[src/hdl/dcmc_pkg.sv]
// constants for the drive command interpreter and monitor selector
// assumes a single clock domain; no bus, plain ports only
package dcmc_pkg;
    // ------------------------------------------------------------
    // instruction codes
    // ------------------------------------------------------------
    localparam logic [7:0] CODE_FAULT_CLEAR = 8'hF4;
    localparam logic [7:0] CODE_PARAM_CLEAR = 8'hFC;
    localparam logic [7:0] CODE_DRIVE_RESET = 8'hFD;
    localparam logic [7:0] CODE_LINK_EXT_RD = 8'h7F;
    localparam logic [7:0] CODE_LINK_EXT_WR = 8'hFF;
    localparam logic [7:0] CODE_CALIB_RD = 8'h6C;
    localparam logic [7:0] CODE_CALIB_WR = 8'hEC;
    localparam logic [7:0] CODE_SPECIAL_WR = 8'hF3;
    localparam logic [7:0] CODE_GAIN2_WR = 8'h99;
    localparam logic [7:0] CODE_GAIN4_WR = 8'h9A;
    // ------------------------------------------------------------
    // key data values and the saturated reply value
    // ------------------------------------------------------------
    localparam logic [15:0] KEY_CLEAR_COMM = 16'h9696;
    localparam logic [15:0] KEY_CLEAR_KEEP = 16'h5A5A;
    localparam logic [15:0] KEY_ALL_COMM = 16'h9966;
    localparam logic [15:0] KEY_ALL_KEEP = 16'h55AA;
    localparam logic [15:0] SATURATED = 16'hFFFF;
    // ------------------------------------------------------------
    // selector values and reset values
    // ------------------------------------------------------------
    localparam logic [7:0] CALIB_MAX = 8'h02;
    localparam logic [7:0] LINK_EXT_CAL_A = 8'h01;
    localparam logic [7:0] LINK_EXT_CAL_B = 8'h09;
    localparam logic [7:0] LINK_EXT_RST = 8'h00;
    localparam logic [7:0] CALIB_RST = 8'h00;
    localparam logic [7:0] SPECIAL_RST = 8'h00;
    localparam logic [15:0] GAIN_RST = 16'h0000;
    localparam logic [7:0] PROFILE_PLAIN = 8'h00;
    localparam logic [7:0] PROFILE_12 = 8'h0C;
    localparam logic [7:0] PROFILE_14 = 8'h0E;
    localparam logic [7:0] PROFILE_18 = 8'h12;
    // ------------------------------------------------------------
    // monitor item codes and slot count
    // ------------------------------------------------------------
    localparam logic [7:0] MON_FREQ_A = 8'h00;
    localparam logic [7:0] MON_FREQ_B = 8'h01;
    localparam logic [7:0] MON_CURRENT = 8'h02;
    localparam logic [7:0] MON_VOLTAGE = 8'h03;
    localparam logic [7:0] MON_SET_FREQ = 8'h05;
    localparam int MON_SLOTS = 6;
endpackage

[src/hdl/dcmc_core.sv]
// command interpreter and monitor selection for the drive link option
// assumes commands arrive as one-cycle strobes on the drive clock
`timescale 1ns/1ns
// What this block does
// - fault-clear code with key 9696 erases all fault records at once
// - parameter-clear code with valid key restores all parameters
// - keys 9696/9966 also clear comms parameters; 5A5A/55AA keep them
// - any executed parameter clear also resets second-parameter, special and link-extended settings
// - power loss during a keeping clear still clears comms parameters
// - reset code with key 9696 performs a full drive reset
// - link-extended setting read on 7F, written on FF, selects parameter group
// - link-extended write accepted only when profile select is zero
// - calibration selector read on 6C, written on EC, values 00 to 02
// - calibration access only while link-extended setting is 1 or 9
// - two-digit writes use only the low data byte
// - 32-bit reads above 16 bits reply saturated FFFF
// - monitor select low byte feeds first result, high byte the second
// - third to sixth selectors honoured only for profiles 12, 14, 18
// - items 00, 01, 05 always report frequency regardless of display settings
// - items 00/01 frequency, 02 current, 03 voltage
// - gain frequencies also writable on codes 99 and 9A
module dcmc_core (
    input wire logic clock_i,
    input wire logic arst_n_i,
    input wire logic cmd_valid_i,
    input wire logic [7:0] cmd_code_i,
    input wire logic [15:0] cmd_data_i,
    input wire logic [7:0] link_profile_select_i,
    input wire logic [7:0] remote_link_ext_i,
    input wire logic clear_in_progress_i,
    input wire logic power_fail_i,
    input wire logic [15:0] monitor_select_word_i,
    input wire logic [15:0] third_monitor_select_word_i,
    input wire logic [15:0] fourth_monitor_select_word_i,
    input wire logic [15:0] fifth_monitor_select_word_i,
    input wire logic [15:0] sixth_monitor_select_word_i,
    input wire logic [31:0] out_freq_i,
    input wire logic [31:0] set_freq_i,
    input wire logic [31:0] out_current_i,
    input wire logic [31:0] out_voltage_i,
    input wire logic [31:0] other_value_i,
    output logic fault_clear_o,
    output logic param_clear_o,
    output logic comm_clear_o,
    output logic drive_reset_o,
    output logic [7:0] link_ext_o,
    output logic [7:0] calib_sel_o,
    output logic [7:0] special_sel_o,
    output logic [15:0] terminal2_gain_frequency_o,
    output logic [15:0] terminal4_gain_frequency_o,
    output logic [15:0] read_data_o,
    output logic read_valid_o,
    output logic cmd_error_o,
    output logic [15:0] first_monitor_result_o,
    output logic [15:0] second_monitor_result_o,
    output logic [15:0] third_monitor_result_o,
    output logic [15:0] fourth_monitor_result_o,
    output logic [15:0] fifth_monitor_result_o,
    output logic [15:0] sixth_monitor_result_o
);
    // ------------------------------------------------------------
    // state
    // ------------------------------------------------------------
    logic fault_clear_ff;
    logic param_clear_ff;
    logic comm_clear_ff;
    logic drive_reset_ff;
    logic [7:0] link_ext_ff;
    logic [7:0] calib_ff;
    logic [7:0] special_ff;
    logic [15:0] gain2_ff;
    logic [15:0] gain4_ff;
    logic [15:0] read_data_ff;
    logic read_valid_ff;
    logic cmd_error_ff;
    logic [2:0] pf_sync_ff;
    logic pf_prev_ff;

    // ------------------------------------------------------------
    // decode
    // ------------------------------------------------------------
    wire logic [7:0] low_byte;
    wire logic is_fault_clr;
    wire logic is_param_clr;
    wire logic is_reset;
    wire logic key_9696;
    wire logic key_clr_keep;
    wire logic key_all_comm;
    wire logic key_all_keep;
    wire logic do_clear;
    wire logic do_comm_clear;
    wire logic profile_plain;
    wire logic calib_ok;
    wire logic ext_write;
    wire logic calib_write;
    wire logic calib_read;
    wire logic ext_read;
    wire logic pf_level;
    wire logic pf_rise;
    wire logic known_code;
    wire logic [7:0] nxt_link_ext;
    wire logic [7:0] nxt_calib;
    wire logic [7:0] nxt_special;
    wire logic [15:0] nxt_gain2;
    wire logic [15:0] nxt_gain4;
    wire logic extra_slots;

    assign low_byte = cmd_data_i[7:0];
    assign is_fault_clr = cmd_valid_i && cmd_code_i == dcmc_pkg::CODE_FAULT_CLEAR;
    assign is_param_clr = cmd_valid_i && cmd_code_i == dcmc_pkg::CODE_PARAM_CLEAR;
    assign is_reset = cmd_valid_i && cmd_code_i == dcmc_pkg::CODE_DRIVE_RESET;
    assign key_9696 = cmd_data_i == dcmc_pkg::KEY_CLEAR_COMM;
    assign key_clr_keep = cmd_data_i == dcmc_pkg::KEY_CLEAR_KEEP;
    assign key_all_comm = cmd_data_i == dcmc_pkg::KEY_ALL_COMM;
    assign key_all_keep = cmd_data_i == dcmc_pkg::KEY_ALL_KEEP;
    // unknown keys fall through and leave everything untouched
    assign do_clear = is_param_clr
                      && (key_9696 || key_clr_keep || key_all_comm || key_all_keep);
    assign do_comm_clear = is_param_clr && (key_9696 || key_all_comm);

    assign profile_plain = link_profile_select_i == dcmc_pkg::PROFILE_PLAIN;
    assign calib_ok = link_ext_ff == dcmc_pkg::LINK_EXT_CAL_A
                      || link_ext_ff == dcmc_pkg::LINK_EXT_CAL_B;
    assign ext_write = cmd_valid_i && cmd_code_i == dcmc_pkg::CODE_LINK_EXT_WR
                       && profile_plain;
    assign ext_read = cmd_valid_i && cmd_code_i == dcmc_pkg::CODE_LINK_EXT_RD;
    assign calib_write = cmd_valid_i && cmd_code_i == dcmc_pkg::CODE_CALIB_WR && calib_ok
                         && low_byte <= dcmc_pkg::CALIB_MAX;
    assign calib_read = cmd_valid_i && cmd_code_i == dcmc_pkg::CODE_CALIB_RD && calib_ok;

    // power-fail pin: three stages; the agreed level moves only when stages two and three match
    assign pf_level = (pf_sync_ff[1] == pf_sync_ff[2]) ? pf_sync_ff[2] : pf_prev_ff;
    assign pf_rise = pf_level && !pf_prev_ff;

    assign known_code = is_fault_clr || is_param_clr || is_reset || ext_read || calib_read
                        || ext_write || calib_write
                        || (cmd_valid_i && (cmd_code_i == dcmc_pkg::CODE_SPECIAL_WR
                        || cmd_code_i == dcmc_pkg::CODE_GAIN2_WR
                        || cmd_code_i == dcmc_pkg::CODE_GAIN4_WR));

    // outside profile 0 the setting follows the dedicated remote words
    assign nxt_link_ext = do_clear ? dcmc_pkg::LINK_EXT_RST
                        : !profile_plain ? remote_link_ext_i
                        : ext_write ? low_byte
                        : link_ext_ff;
    assign nxt_calib = do_clear ? dcmc_pkg::CALIB_RST
                     : calib_write ? low_byte
                     : calib_ff;
    assign nxt_special = do_clear ? dcmc_pkg::SPECIAL_RST
                       : (cmd_valid_i && cmd_code_i == dcmc_pkg::CODE_SPECIAL_WR) ? low_byte
                       : special_ff;
    assign nxt_gain2 = do_clear ? dcmc_pkg::GAIN_RST
                     : (cmd_valid_i && cmd_code_i == dcmc_pkg::CODE_GAIN2_WR) ? cmd_data_i
                     : gain2_ff;
    assign nxt_gain4 = do_clear ? dcmc_pkg::GAIN_RST
                     : (cmd_valid_i && cmd_code_i == dcmc_pkg::CODE_GAIN4_WR) ? cmd_data_i
                     : gain4_ff;

    // ------------------------------------------------------------
    // registers
    // ------------------------------------------------------------
    always_ff @(posedge clock_i or negedge arst_n_i) begin
        if (!arst_n_i) begin
            pf_sync_ff <= 3'h0;
            pf_prev_ff <= 1'b0;
        end else begin
            pf_sync_ff <= {pf_sync_ff[1:0], power_fail_i};
            pf_prev_ff <= pf_level;
        end
    end

    always_ff @(posedge clock_i or negedge arst_n_i) begin
        if (!arst_n_i) begin
            fault_clear_ff <= 1'b0;
            param_clear_ff <= 1'b0;
            comm_clear_ff <= 1'b0;
            drive_reset_ff <= 1'b0;
        end else begin
            fault_clear_ff <= is_fault_clr && key_9696;
            param_clear_ff <= do_clear;
            comm_clear_ff <= do_comm_clear || (pf_rise && clear_in_progress_i);
            drive_reset_ff <= is_reset && key_9696;
        end
    end

    always_ff @(posedge clock_i or negedge arst_n_i) begin
        if (!arst_n_i) begin
            link_ext_ff <= dcmc_pkg::LINK_EXT_RST;
            calib_ff <= dcmc_pkg::CALIB_RST;
            special_ff <= dcmc_pkg::SPECIAL_RST;
            gain2_ff <= dcmc_pkg::GAIN_RST;
            gain4_ff <= dcmc_pkg::GAIN_RST;
        end else begin
            link_ext_ff <= nxt_link_ext;
            calib_ff <= nxt_calib;
            special_ff <= nxt_special;
            gain2_ff <= nxt_gain2;
            gain4_ff <= nxt_gain4;
        end
    end

    always_ff @(posedge clock_i or negedge arst_n_i) begin
        if (!arst_n_i) begin
            read_data_ff <= 16'h0000;
            read_valid_ff <= 1'b0;
            cmd_error_ff <= 1'b0;
        end else begin
            read_valid_ff <= ext_read || calib_read;
            read_data_ff <= ext_read ? {8'h00, link_ext_ff}
                          : calib_read ? {8'h00, calib_ff}
                          : read_data_ff;
            cmd_error_ff <= cmd_valid_i && !known_code;
        end
    end

    // ------------------------------------------------------------
    // monitor slots
    // ------------------------------------------------------------
    assign extra_slots = link_profile_select_i == dcmc_pkg::PROFILE_12
                         || link_profile_select_i == dcmc_pkg::PROFILE_14
                         || link_profile_select_i == dcmc_pkg::PROFILE_18;

    wire logic [7:0] slot_item [dcmc_pkg::MON_SLOTS];
    wire logic slot_en [dcmc_pkg::MON_SLOTS];
    wire logic [15:0] slot_res [dcmc_pkg::MON_SLOTS];

    assign slot_item[0] = monitor_select_word_i[7:0];
    assign slot_item[1] = monitor_select_word_i[15:8];
    assign slot_item[2] = third_monitor_select_word_i[7:0];
    assign slot_item[3] = fourth_monitor_select_word_i[7:0];
    assign slot_item[4] = fifth_monitor_select_word_i[7:0];
    assign slot_item[5] = sixth_monitor_select_word_i[7:0];

    genvar g;
    generate
        for (g = 0; g < dcmc_pkg::MON_SLOTS; g++) begin : g_slot
            assign slot_en[g] = (g < 2) ? 1'b1 : extra_slots;
            dcmc_mon_sel u_sel (
                .clock_i(clock_i),
                .arst_n_i(arst_n_i),
                .enable_i(slot_en[g]),
                .item_i(slot_item[g]),
                .out_freq_i(out_freq_i),
                .set_freq_i(set_freq_i),
                .out_current_i(out_current_i),
                .out_voltage_i(out_voltage_i),
                .other_value_i(other_value_i),
                .result_o(slot_res[g])
            );
        end
    endgenerate

    // ------------------------------------------------------------
    // outputs
    // ------------------------------------------------------------
    assign fault_clear_o = fault_clear_ff;
    assign param_clear_o = param_clear_ff;
    assign comm_clear_o = comm_clear_ff;
    assign drive_reset_o = drive_reset_ff;
    assign link_ext_o = link_ext_ff;
    assign calib_sel_o = calib_ff;
    assign special_sel_o = special_ff;
    assign terminal2_gain_frequency_o = gain2_ff;
    assign terminal4_gain_frequency_o = gain4_ff;
    assign read_data_o = read_data_ff;
    assign read_valid_o = read_valid_ff;
    assign cmd_error_o = cmd_error_ff;
    assign first_monitor_result_o = slot_res[0];
    assign second_monitor_result_o = slot_res[1];
    assign third_monitor_result_o = slot_res[2];
    assign fourth_monitor_result_o = slot_res[3];
    assign fifth_monitor_result_o = slot_res[4];
    assign sixth_monitor_result_o = slot_res[5];

    // ------------------------------------------------------------
    // checks
    // ------------------------------------------------------------
    a_fault_clear: assert property (@(posedge clock_i) disable iff (!arst_n_i)
        cmd_valid_i && cmd_code_i == 8'hF4 && cmd_data_i == 16'h9696 |=> fault_clear_o)
        else $error("fault clear missed");
    a_param_clear: assert property (@(posedge clock_i) disable iff (!arst_n_i)
        param_clear_o |-> $past(cmd_valid_i) && $past(cmd_code_i) == 8'hFC)
        else $error("parameter clear without command");
    a_comm_keep: assert property (@(posedge clock_i) disable iff (!arst_n_i)
        cmd_valid_i && cmd_code_i == 8'hFC && cmd_data_i == 16'h55AA && !pf_rise
        |=> param_clear_o && !comm_clear_o)
        else $error("keeping clear touched comms");
    a_clear_settings: assert property (@(posedge clock_i) disable iff (!arst_n_i)
        do_clear |=> link_ext_o == 8'h00 && calib_sel_o == 8'h00 && special_sel_o == 8'h00)
        else $error("settings survived clear");
    a_pf_comm: assert property (@(posedge clock_i) disable iff (!arst_n_i)
        pf_rise && clear_in_progress_i |=> comm_clear_o)
        else $error("power fail clear missed");
    a_drive_reset: assert property (@(posedge clock_i) disable iff (!arst_n_i)
        drive_reset_o |-> $past(cmd_valid_i) && $past(cmd_code_i) == 8'hFD
        && $past(cmd_data_i) == 16'h9696)
        else $error("reset without key");
    a_ext_gate: assert property (@(posedge clock_i) disable iff (!arst_n_i)
        link_profile_select_i != 8'h00 |=> link_ext_o == $past(remote_link_ext_i) || param_clear_o)
        else $error("extended setting not from remote");
    a_calib_gate: assert property (@(posedge clock_i) disable iff (!arst_n_i)
        $changed(calib_sel_o) && !param_clear_o |-> $past(calib_ok))
        else $error("calibration changed while locked");
    a_unknown_key: assert property (@(posedge clock_i) disable iff (!arst_n_i)
        is_param_clr && !do_clear |=> !param_clear_o)
        else $error("unknown key acted");
    a_slot_off: assert property (@(posedge clock_i) disable iff (!arst_n_i)
        !extra_slots ##1 !extra_slots |-> third_monitor_result_o == 16'h0000)
        else $error("third monitor active in wrong profile");
endmodule

[src/hdl/dcmc_mon_sel.sv]
// one monitor slot: picks a value by item code, saturates 32-bit values
// assumes the drive supplies values already scaled to their units
`timescale 1ns/1ns
module dcmc_mon_sel (
    input wire logic clock_i,
    input wire logic arst_n_i,
    input wire logic enable_i,
    input wire logic [7:0] item_i,
    input wire logic [31:0] out_freq_i,
    input wire logic [31:0] set_freq_i,
    input wire logic [31:0] out_current_i,
    input wire logic [31:0] out_voltage_i,
    input wire logic [31:0] other_value_i,
    output logic [15:0] result_o
);
    logic [15:0] result_ff;
    wire logic [31:0] picked;
    wire logic [15:0] nxt_result;

    // frequency items ignore display scaling: raw 0.01 Hz values
    assign picked = (item_i == dcmc_pkg::MON_FREQ_A || item_i == dcmc_pkg::MON_FREQ_B)
                    ? out_freq_i
                  : (item_i == dcmc_pkg::MON_SET_FREQ) ? set_freq_i
                  : (item_i == dcmc_pkg::MON_CURRENT) ? out_current_i
                  : (item_i == dcmc_pkg::MON_VOLTAGE) ? out_voltage_i
                  : other_value_i;
    assign nxt_result = !enable_i ? 16'h0000
                      : (picked[31:16] != 16'h0000) ? dcmc_pkg::SATURATED
                      : picked[15:0];

    always_ff @(posedge clock_i or negedge arst_n_i) begin
        if (!arst_n_i) begin
            result_ff <= 16'h0000;
        end else begin
            result_ff <= nxt_result;
        end
    end
    assign result_o = result_ff;

    a_mon_saturate: assert property (@(posedge clock_i) disable iff (!arst_n_i)
        enable_i && picked[31:16] != 16'h0000 |=> result_o == 16'hFFFF)
        else $error("monitor value not saturated");
endmodule

[config.mk]
export PLATFORM = sky130hd
export DESIGN_NAME = dcmc_core
export DESIGN_NICKNAME = d
export VERILOG_FILES = /design/src/hdl/dcmc_pkg.sv /design/src/hdl/dcmc_core.sv /design/src/hdl/dcmc_mon_sel.sv
export SDC_FILE = /design/constraint.sdc
export NUM_CORES = 1
export LEC_CHECK = 0
export BUFFER_PORTS_ARGS = -buffer_cell sky130_fd_sc_hd__buf_2
export CORE_AREA = 4 4 177 179
export CTS_CLUSTER_SIZE = 25
export DETAILED_ROUTE_END_ITERATION = 12
export DIE_AREA = 0 0 181 183
export PLACE_DENSITY = 0.72
export RECOVER_POWER = 100
export SYNTH_ARGS = -nofsm -noshare
export SYNTH_HDL_FRONTEND = slang
export SYNTH_HIERARCHICAL = 1
export SYNTH_SLANG_ARGS = --single-unit
export TNS_END_PERCENT = 30
[constraint.sdc]
create_clock -name clock_i -period 4.95 [get_ports clock_i]
set_clock_uncertainty 0.15 [all_clocks]
set_input_delay 0.99 -clock clock_i [delete_from_list [all_inputs] [get_ports clock_i]]
set_output_delay 0.99 -clock clock_i [all_outputs]
set_load 0.05 [all_outputs]
After elaboration in Yosys (flattened, before gate mapping) --
Cells that the tools add are included.
Word-level totals: flip-flop bits (word level) 178, output and inout port bits 174, logic and storage cells 180, input port bits 285
Cells by class: magnitude comparators 1, equal/unequal tests 45, reduce and logical (&&, ||, !) cells 66, mux-type cells 48
Operators with widths (count):
- $mux W32 | 24
- $mux W16 | 16
- $eq A8 B2 Y1 const B | 12
- $reduce_bool A16 Y1 | 6
- $eq A8 B8 Y1 const B | 8
- $eq A8 B1 Y1 const B | 7
- $logic_not A8 Y1 | 7
- $mux W8 | 7
- $eq A8 B3 Y1 const B | 6
- $eq A16 B15 Y1 const B | 2
- $eq A16 B16 Y1 const B | 2
- $eq A8 B4 Y1 const B | 3
- $logic_or A1 B1 Y1 | 24
- $logic_and A1 B1 Y1 | 22
- $eq A8 B7 Y1 const B | 2
- $reduce_bool A2 Y1 | 5
- $eq A8 B5 Y1 const B | 1
- $le A8 B2 Y1 const B | 1
- $ne A3 B2 Y1 const B | 1
- $logic_not A1 Y1 | 2
- $eq A1 B1 Y1 | 1
- $mux W1 | 1

Logic depth before layout (Yosys ltp) --
Gate-level depths: netlist of run 1.
depth in word-level cells 11, gate-level depth with buffers 8, depth with buffers taken out 6

Cells and area by module --
Netlist of run 1, hierarchy kept.
Modules (own cells, without submodules):
- dcmc_mon_sel | times used 6, seq. area each 400.4 µm², cells an instance 191, area an instance 1612.8 µm²
- dcmc_core | times used 1, seq. area each 1851.8 µm², cells an instance 349, area an instance 3395.8 µm²

Worst setup path after synthesis of run 1 --
Ideal clock, no wire load.
path type input to register, start input port third_monitor_select_word_i[7], end register g_slot[2].u_sel.result_ff[0], arrival time 2.644 ns, stages on the path 7, slack 2.069 ns, cell sequence or4_4 -> buf_6 -> or2_4 -> and3_4 -> o221a_4 -> buf_6 -> o22ai_2
Between the ends: word-level cells in the longest chain between the ends 8, elaborated cells between the ends (all ways) 13
Ends and longest elaborated chain:
- start, declared | line dcmc_core.sv:33 | input wire logic [15:0] third_monitor_select_word_i,
- $eq A8 B2 Y1 | line dcmc_mon_sel.sv:25 | : (item_i == dcmc_pkg::MON_VOLTAGE) ? out_voltage_i
- $mux W32 | line dcmc_mon_sel.sv:25
- $mux W32 | line dcmc_mon_sel.sv:24 | : (item_i == dcmc_pkg::MON_CURRENT) ? out_current_i
- $mux W32 | line dcmc_mon_sel.sv:23 | : (item_i == dcmc_pkg::MON_SET_FREQ) ? set_freq_i
- $mux W32 * | line dcmc_mon_sel.sv:22 | ? out_freq_i
- $reduce_bool A16 Y1 | line dcmc_mon_sel.sv:28 | : (picked[31:16] != 16'h0000) ? dcmc_pkg::SATURATED
- $mux W16 * | line dcmc_mon_sel.sv:28
- $mux W16 * | line dcmc_mon_sel.sv:27 | assign nxt_result = !enable_i ? 16'h0000
- named net g_slot[2].u_sel.nxt_result[0] | line dcmc_mon_sel.sv:18 | wire logic [15:0] nxt_result;
- end signal, assigned | line dcmc_mon_sel.sv:35 | result_ff <= nxt_result;
- end, declared | line dcmc_mon_sel.sv:16 | logic [15:0] result_ff;
The timed path passes the listed nets; every way through them passes the cells marked *. A chain may end at the register's enable or synchronous reset.

Final worst setup path of run 1 --
start input port monitor_select_word_i[8], end register g_slot[1].u_sel.result_ff[7]
Between the ends: word-level cells in the longest chain between the ends 7, elaborated cells between the ends (all ways) 12
Ends and longest elaborated chain:
- start, declared | line dcmc_core.sv:32 | input wire logic [15:0] monitor_select_word_i,
- $eq A8 B2 Y1 | line dcmc_mon_sel.sv:25
- $mux W32 | line dcmc_mon_sel.sv:25
- $mux W32 | line dcmc_mon_sel.sv:24
- $mux W32 | line dcmc_mon_sel.sv:23
- $mux W32 * | line dcmc_mon_sel.sv:22
- $reduce_bool A16 Y1 | line dcmc_mon_sel.sv:28
- $mux W16 * | line dcmc_mon_sel.sv:28
- named net g_slot[1].u_sel.nxt_result[7] | line dcmc_mon_sel.sv:18
- end signal, assigned | line dcmc_mon_sel.sv:35
- end, declared | line dcmc_mon_sel.sv:16
Marks and branches as above.

==> flow_summary.yaml, run 1 <==
placed_design:
  place_hpwl_um: 44000
  numPortBuffers: 418
  gp_congestion: 1.03
worst_setup_path:
  worstSetupPathType: "input port to register"
  worstPathRequired_ns: 5.04
  end_kind: "register"
  slowest_stage: "o221ai_1"
  arrival_ns: 4.14
  crit_path_start_kind: "input port"
  slowest_delay_ns: 1.42
  path_cells: "buf_2 -> nand3b_1 -> or3_1 -> o221ai_1 -> o22ai_1"
  cp_max_fo: 21
  cp_num_buf_inv: 1
  cp_top_family: "compound AO/OA/AOI/OAI gates"
grt:
  grt_pass1_wl_um: 84800
  grt_max_degree: 104
  busiest_layer: "met2"
  gr-usage-all-layers: 0.324
  gr-total-overflow: 0
  grt_pass1_vias: 14124
  met3_usage: 0.0821
  grt_util_met2: 0.544
  antenna_found_initial: 4
  use_met1: 0.418
route:
  dr_total_vias: 14739
  drt_pass1_iterations: 8
  drt.antenna.violating_nets: 0
  drt_iter0_markers: 1679
  viasPerCell: 6.58
  routedWlPerCell_um: 25.4
  drcViolationCount: 0
  wirelength_um: 56800
clock_tree:
  clkSinkCount: 170
  cts-root-buf: "clkbuf_16"
  tritoncts: "built"
  insertion_delay_ns: 0.44
  hold_buffers: 0
  numCtsBuffers: 17
  cts_setup_buffers: 0
  cts.repair.resized: 0
  clk_pin_slew_worst_paths_ns: 0.08
  cts_buffer_depth: 2
  cts_max_level: 4
power:
  power.switching_uw: 1380
  p_clk_frac: 0.365
  p_seq_frac: 0.387
  power_switching_share: 0.365
  p_int_uw: 2410
  combPwrFrac: 0.248
  irDropWorstVdd_v: 0.000220
  power_leakage_uw: 0.00650
  cellPowerDensity_mw_per_mm2: 246
floorplan:
  die-area_mm2: 0.0331
  die_h_um: 183
  rows: 63
  start_util: 0.442
  die_width_um: 181
  io_pins: 459
  core_mm2: 0.0296
logic_synthesis:
  synth_cell_type_count: 56
  synthFlopType: "dfrtp_1"
  seq_area_frac_synth: 0.325
  syn_avg_cell_area_um2: 8.74
  yosysWarningCount: 6
  ys_async_sr_fraction: 1.00
  syn_area_mm2: 0.0131
  synthCells: 1495
  synth_edf_count: 0
  yosys_register_bits: 170
run:
  cap_violations: 5
timing:
  max_clock_freq_ghz: 0.247
  period_needed_ns: 4.05
  rsz0062_at_grt: "false"
  tightest_slew_ns: 2.65
  finalHoldViolCount: 0
  setup_viol: 0
  fin_hold_ws_ns: 0.201
  drv_slew: 177
  slew_headroom: -0.770
  fin_tns_setup_ns: 0
  finalCritPeriodShare: 0.819
cells_and_area:
  nets: 2117
  area_growth_pct: 17.8
  drive_gt1_frac: 0.220
run_status:
  violations: "max-capacitance violations, max-slew violations"
  status: "complete, but fails checks"
worst_hold_path:
  hold_class: "register to register"
[cell usage in the layout (no fill, tap or decap), types with 48 or more instances in the layout]
cell type and instances:
nor2_1 77, dfrtp_1 170, mux2i_1 93, clkbuf_1 170, a21oi_1 75, a22oi_1 67
nand2_1 140, nor4_1 106, inv_1 48, buf_2 247, o211ai_1 67, o21ai_0 134
o22ai_1 96
[registers in the layout, summed over array words and instances (netlist names), 3 cells and up]
signal,flops
terminal4_gain_frequency_o,16
special_sel_o,8
terminal2_gain_frequency_o,16
calib_sel_o,8
link_ext_o,8
read_data_o,8
pf_sync_ff,3
g_slot.u_sel/result_o,96
[power groups by stage]
stage	Sequential [uW]	Clock, uW	Combinational [uW]
5_1_grt	1470	1470	996
3_3_place_gp	1490	0	922
3_5_place_dp	1490	0	935
2_1_floorplan	1670	0	359
4_1_cts	1470	1400	940
6_report	1470	1380	941
[per-layer routing]
layer | vias up | wire length [um]
met3 | 145 | 6740
met1 | 7019 | 21700
met4 | 0 | 1710
met2 | 1078 | 26700
met5 | - | 0
li1 | 6497 | -
[metrics by stage]
step                instance area (um^2)  total power (uW)  utilization  setup slack (ns)  cells
global route                       15400              3940        0.521             0.793   2238
global placement                   15200              2420        0.515              1.30   2203
CTS                                15800              3810        0.535              1.75   2235
finish                             15400              3790        0.521             0.897   2239
detailed placement                 15200              2430        0.515              1.29   2203
floorplan                          13100              2030            -              2.07   1505
[area by class of cell]
cell class	instances	area, um^2
antenna	4	10.0
multi-input combinational	1159	7840
inverter	48	180
sequential	170	4250
fill	2907	14200
clock buffer	18	439
clock inverter	14	160
tap	390	488
timing repair buffer	436	2030
[kinds of logic (layout without fill, tap and decap cells)]
kind of cell | Yosys count | after routing | share of synthesized area
multiplexers | 123 | 123 | 0.0971
AO/OA/AOI/OAI | 554 | 554 | 0.314
buffers and inverters | 176 | 516 | 0.0658
flip-flops | 170 | 170 | 0.325
XOR/XNOR | 1 | 1 | 0.000670
adder cells (fa/ha/maj) | 1 | 1 | 0.000766
AND/OR/NAND/NOR | 468 | 468 | 0.196
other | 2 | 16 | 0.000574
[cells in the mapped netlist (7+ instances only)]
master | number | area, um^2
a2111oi_0 | 7 | 61.3
a211oi_1 | 8 | 60.1
a21oi_1 | 75 | 375
a221oi_1 | 30 | 263
a22oi_1 | 67 | 503
and3_1 | 8 | 50.1
buf_2 | 24 | 120
buf_4 | 9 | 67.6
buf_6 | 18 | 203
clkbuf_1 | 76 | 285
dfrtp_1 | 170 | 4250
inv_1 | 48 | 180
mux2_2 | 30 | 338
mux2i_1 | 93 | 931
nand2_1 | 140 | 526
nand2b_1 | 7 | 43.8
nand3_1 | 23 | 115
nand3b_1 | 8 | 60.1
nand4_1 | 25 | 156
nor2_1 | 77 | 289
nor3_1 | 12 | 60.1
nor4_1 | 105 | 657
nor4_2 | 7 | 87.6
nor4bb_1 | 7 | 70.1
o211ai_1 | 67 | 503
o21ai_0 | 134 | 671
o22ai_1 | 72 | 450
o22ai_2 | 60 | 751
or3_1 | 7 | 43.8
[worst reg2reg max path, stage by stage, from the launching register on]
cell and delay, ns:
dfrtp_1 0.43, nor4_1 0.30, nand4b_1 0.19, a211oi_1 1.60
a21oi_1 0.17
[final timing paths]
kind | start | to | slack [ns] | cells after the start
max | monitor_select_word_i[8] | g_slot[1].u_sel/result_o[7] | 0.90 | 5
min | pf_sync_ff[0] | pf_sync_ff[1] | 0.20 | 0
max reg2reg | link_ext_o[5] | read_data_o[7] | 1.91 | 4
min reg2reg | pf_sync_ff[0] | pf_sync_ff[1] | 0.20 | 0
max in group asynchronous | arst_n_i | g_slot[0].u_sel/result_o[0] | 1.87 | 1
min in group asynchronous | arst_n_i | read_data_o[0] | 1.20 | 1
Power figures use the tool's default switching activity.
==> run 2: changes to the inputs <==
- ABC_AREA: not set -> 1
- CORE_AREA: 4 4 177 179 -> not set
- CORE_MARGIN: not set -> 4
- CORE_UTILIZATION: not set -> 48
- DIE_AREA: 0 0 181 183 -> not set
- PLACE_DENSITY: 0.72 -> 0.78
- clock period: 4.95 -> 3.4 ns (I/O delays scaled with it)
==> run 2 against run 1 <==
Compared with the run above:
- the run still ends with max-capacitance violations, max-slew violations left
- cell count is 46% higher
- combinational power is 25% higher
- die area is 5.4% higher
- clock power is 46% higher
- cell area is 16% higher
- largest cell class unchanged
==> flow_summary.yaml, run 2 <==
worst_setup_path:
  end_kind: "register"
  ff2ff_path_depth: 9
  crit_path_start_kind: "input port"
  cp_max_fo: 19
  worstPathRequired_ns: 3.57
  arrival_ns: 3.05
  worstSetupPathType: "input port to register"
logic_synthesis:
  synth_area_leaders: "dfrtp_1 28%, nand2_1 18%, nand3_1 7.5%"
  seq_area_frac_synth: 0.277
  yosysMostFrequentCell: "nand2_1"
  yosys_register_bits: 170
  synth_top_area_frac: 0.277
  synth_edf_count: 0
  syn_area_mm2: 0.0153
  yosys.area.top_type: "dfrtp_1"
  ys_top_cells_by_count: "744 x nand2_1, 304 x nor2_1, 294 x inv_1, 229 x nand3_1, 170 x dfrtp_1"
  yosysWarningCount: 6
  synthCells: 2486
  synthFlopType: "dfrtp_1"
  ys_async_sr_fraction: 1.00
  synth_cell_type_count: 39
  syn_avg_cell_area_um2: 6.17
cells_and_area:
  final_cell_mix: "751 x nand2_1, 308 x nor2_1, 294 x inv_1"
  fillers: 3232
  mostFrequentLayoutCell: "nand2_1"
  drive_gt1_frac: 0.166
  largest_reg_flops: 96
  nets: 3125
  area_growth_pct: 16.1
run_status:
  violations: "max-capacitance violations, max-slew violations"
  status: "complete, but fails checks"
timing:
  fin_tns_setup_ns: 0
  drv_slew: 87
  setup_viol: 0
  max_clock_freq_ghz: 0.347
  period_needed_ns: 2.89
  finalCritPeriodShare: 0.849
  slew_headroom: -0.470
  finalHoldViolCount: 0
  tightest_slew_ns: 2.21
  rsz0062_at_grt: "false"
grt:
  gr-total-overflow: 0
  grt_max_degree: 88
  antenna_found_initial: 17
  grt_pass1_vias: 16770
  gr-usage-all-layers: 0.333
  grt_pass1_wl_um: 92700
route:
  drt_iter0_markers: 2297
  wirelength_um: 61200
  routedWlPerCell_um: 18.7
  drt.antenna.violating_nets: 0
  drcViolationCount: 0
  dr_total_vias: 18619
  drt_pass1_iterations: 6
  viasPerCell: 5.69
clock_tree:
  clk_pin_slew_worst_paths_ns: 0.07
  cts_buffer_depth: 2
  hold_buffers: 0
  tritoncts: "built"
  cts-root-buf: "clkbuf_16"
  cts_max_level: 4
  clkSinkCount: 170
  insertion_delay_ns: 0.44
  cts_setup_buffers: 0
  numCtsBuffers: 17
  cts.repair.resized: 0
power:
  p_int_uw: 3530
  p_seq_frac: 0.398
  power_leakage_uw: 0.00984
  power_switching_share: 0.337
  irDropWorstVdd_v: 0.000346
  p_total_uw: 5320
  power.switching_uw: 1790
  combPwrFrac: 0.221
  cellPowerDensity_mw_per_mm2: 299
  p_clk_frac: 0.380
placed_design:
  place_hpwl_um: 46500
  gp_congestion: 1.03
  numPortBuffers: 418
floorplan:
  io_pins: 459
  rows: 65
  die-area_mm2: 0.0349
  die_width_um: 187
  start_util: 0.486
  core_mm2: 0.0316
  die_h_um: 187
worst_hold_path:
  hold_depth: 1
  hold_class: "input port to register"
run:
  cap_violations: 1
run 2: cell count changes after synthesis, moves of 67 or more:
cell	before	now
o211ai_1	67	0
a22oi_1	67	0
mux2i_1	93	0
nor2_1	77	304
nand2_1	140	744
nand4_1	25	99
inv_1	48	294
nand3_1	23	229
o22ai_1	72	0
run 2: final cells by class:
class	count	area, um^2	area share
flip-flops and latches	170	4250	0.239
diodes	19	47.5	0.00267
clock inverters	15	196	0.0110
multi-input cells	1887	9030	0.507
well taps	402	503	0.0282
clock buffers	17	425	0.0239
repair buffers	450	2160	0.121
inverters	314	1210	0.0678
run 2: routing by layer:
metal,part of all wire,track usage
met5,0,0
met3,0.12,0.0700
met1,0.38,0.430
met2,0.44,0.527
met4,0.062,0.175
run 2: per-stage QoR:
step	cells	utilization	area, um^2	hold slack (ns)	setup slack, ns
3_3_place_gp	3223	0.556	17600	0.191	0.605
5_1_grt	3272	0.565	17800	0.184	0.447
2_1_floorplan	2494	-	15400	0.181	1.31
3_5_place_dp	3223	0.556	17600	0.187	0.563
4_1_cts	3255	0.576	18200	0.177	0.988
6_report	3274	0.565	17800	0.201	0.514
run 2: worst paths after layout:
kind / from / to / slack, ns
max: fourth_monitor_select_word_i[7] / g_slot[3].u_sel/result_o[15] / 0.51
min: power_fail_i / pf_sync_ff[0] / 0.20
max reg2reg: link_ext_o[6] / read_data_o[6] / 1.40
min reg2reg: pf_sync_ff[0] / pf_sync_ff[1] / 0.21
max in group asynchronous: arst_n_i / terminal2_gain_frequency_o[5] / 1.06
min in group asynchronous: arst_n_i / read_data_o[6] / 0.69
run 2: cells by family after synthesis:
family,share of synthesized area
simple gates,0.512
buf+inv,0.129
compound gates,0.0799
flops,0.277
other cells,0.000489
fa+ha+maj,0.000652
run 2: power groups by stage:
stage               combinational (uW)  sequential (uW)  clock [uW]
detailed placement                1180             2150           0
CTS                               1180             2120        2060
floorplan                          411             2370           0
finish                            1180             2120        2020
global placement                  1150             2150           0
global route                      1270             2130        2160
run 2: critical path, cell delays in order:
cell	delay, ns
buf_2	0.10
inv_1	0.04
nand2_1	0.07
nor2_4	0.20
nand2_4	0.21
clkinv_4	0.21
nand2_1	0.10
nand3_1	0.09
nand2_1	0.07
nor2_1	0.13
nand2_2	0.08
nand2_1	0.59
nand3_1	0.19
nand2_1	0.20
inv_1	0.07
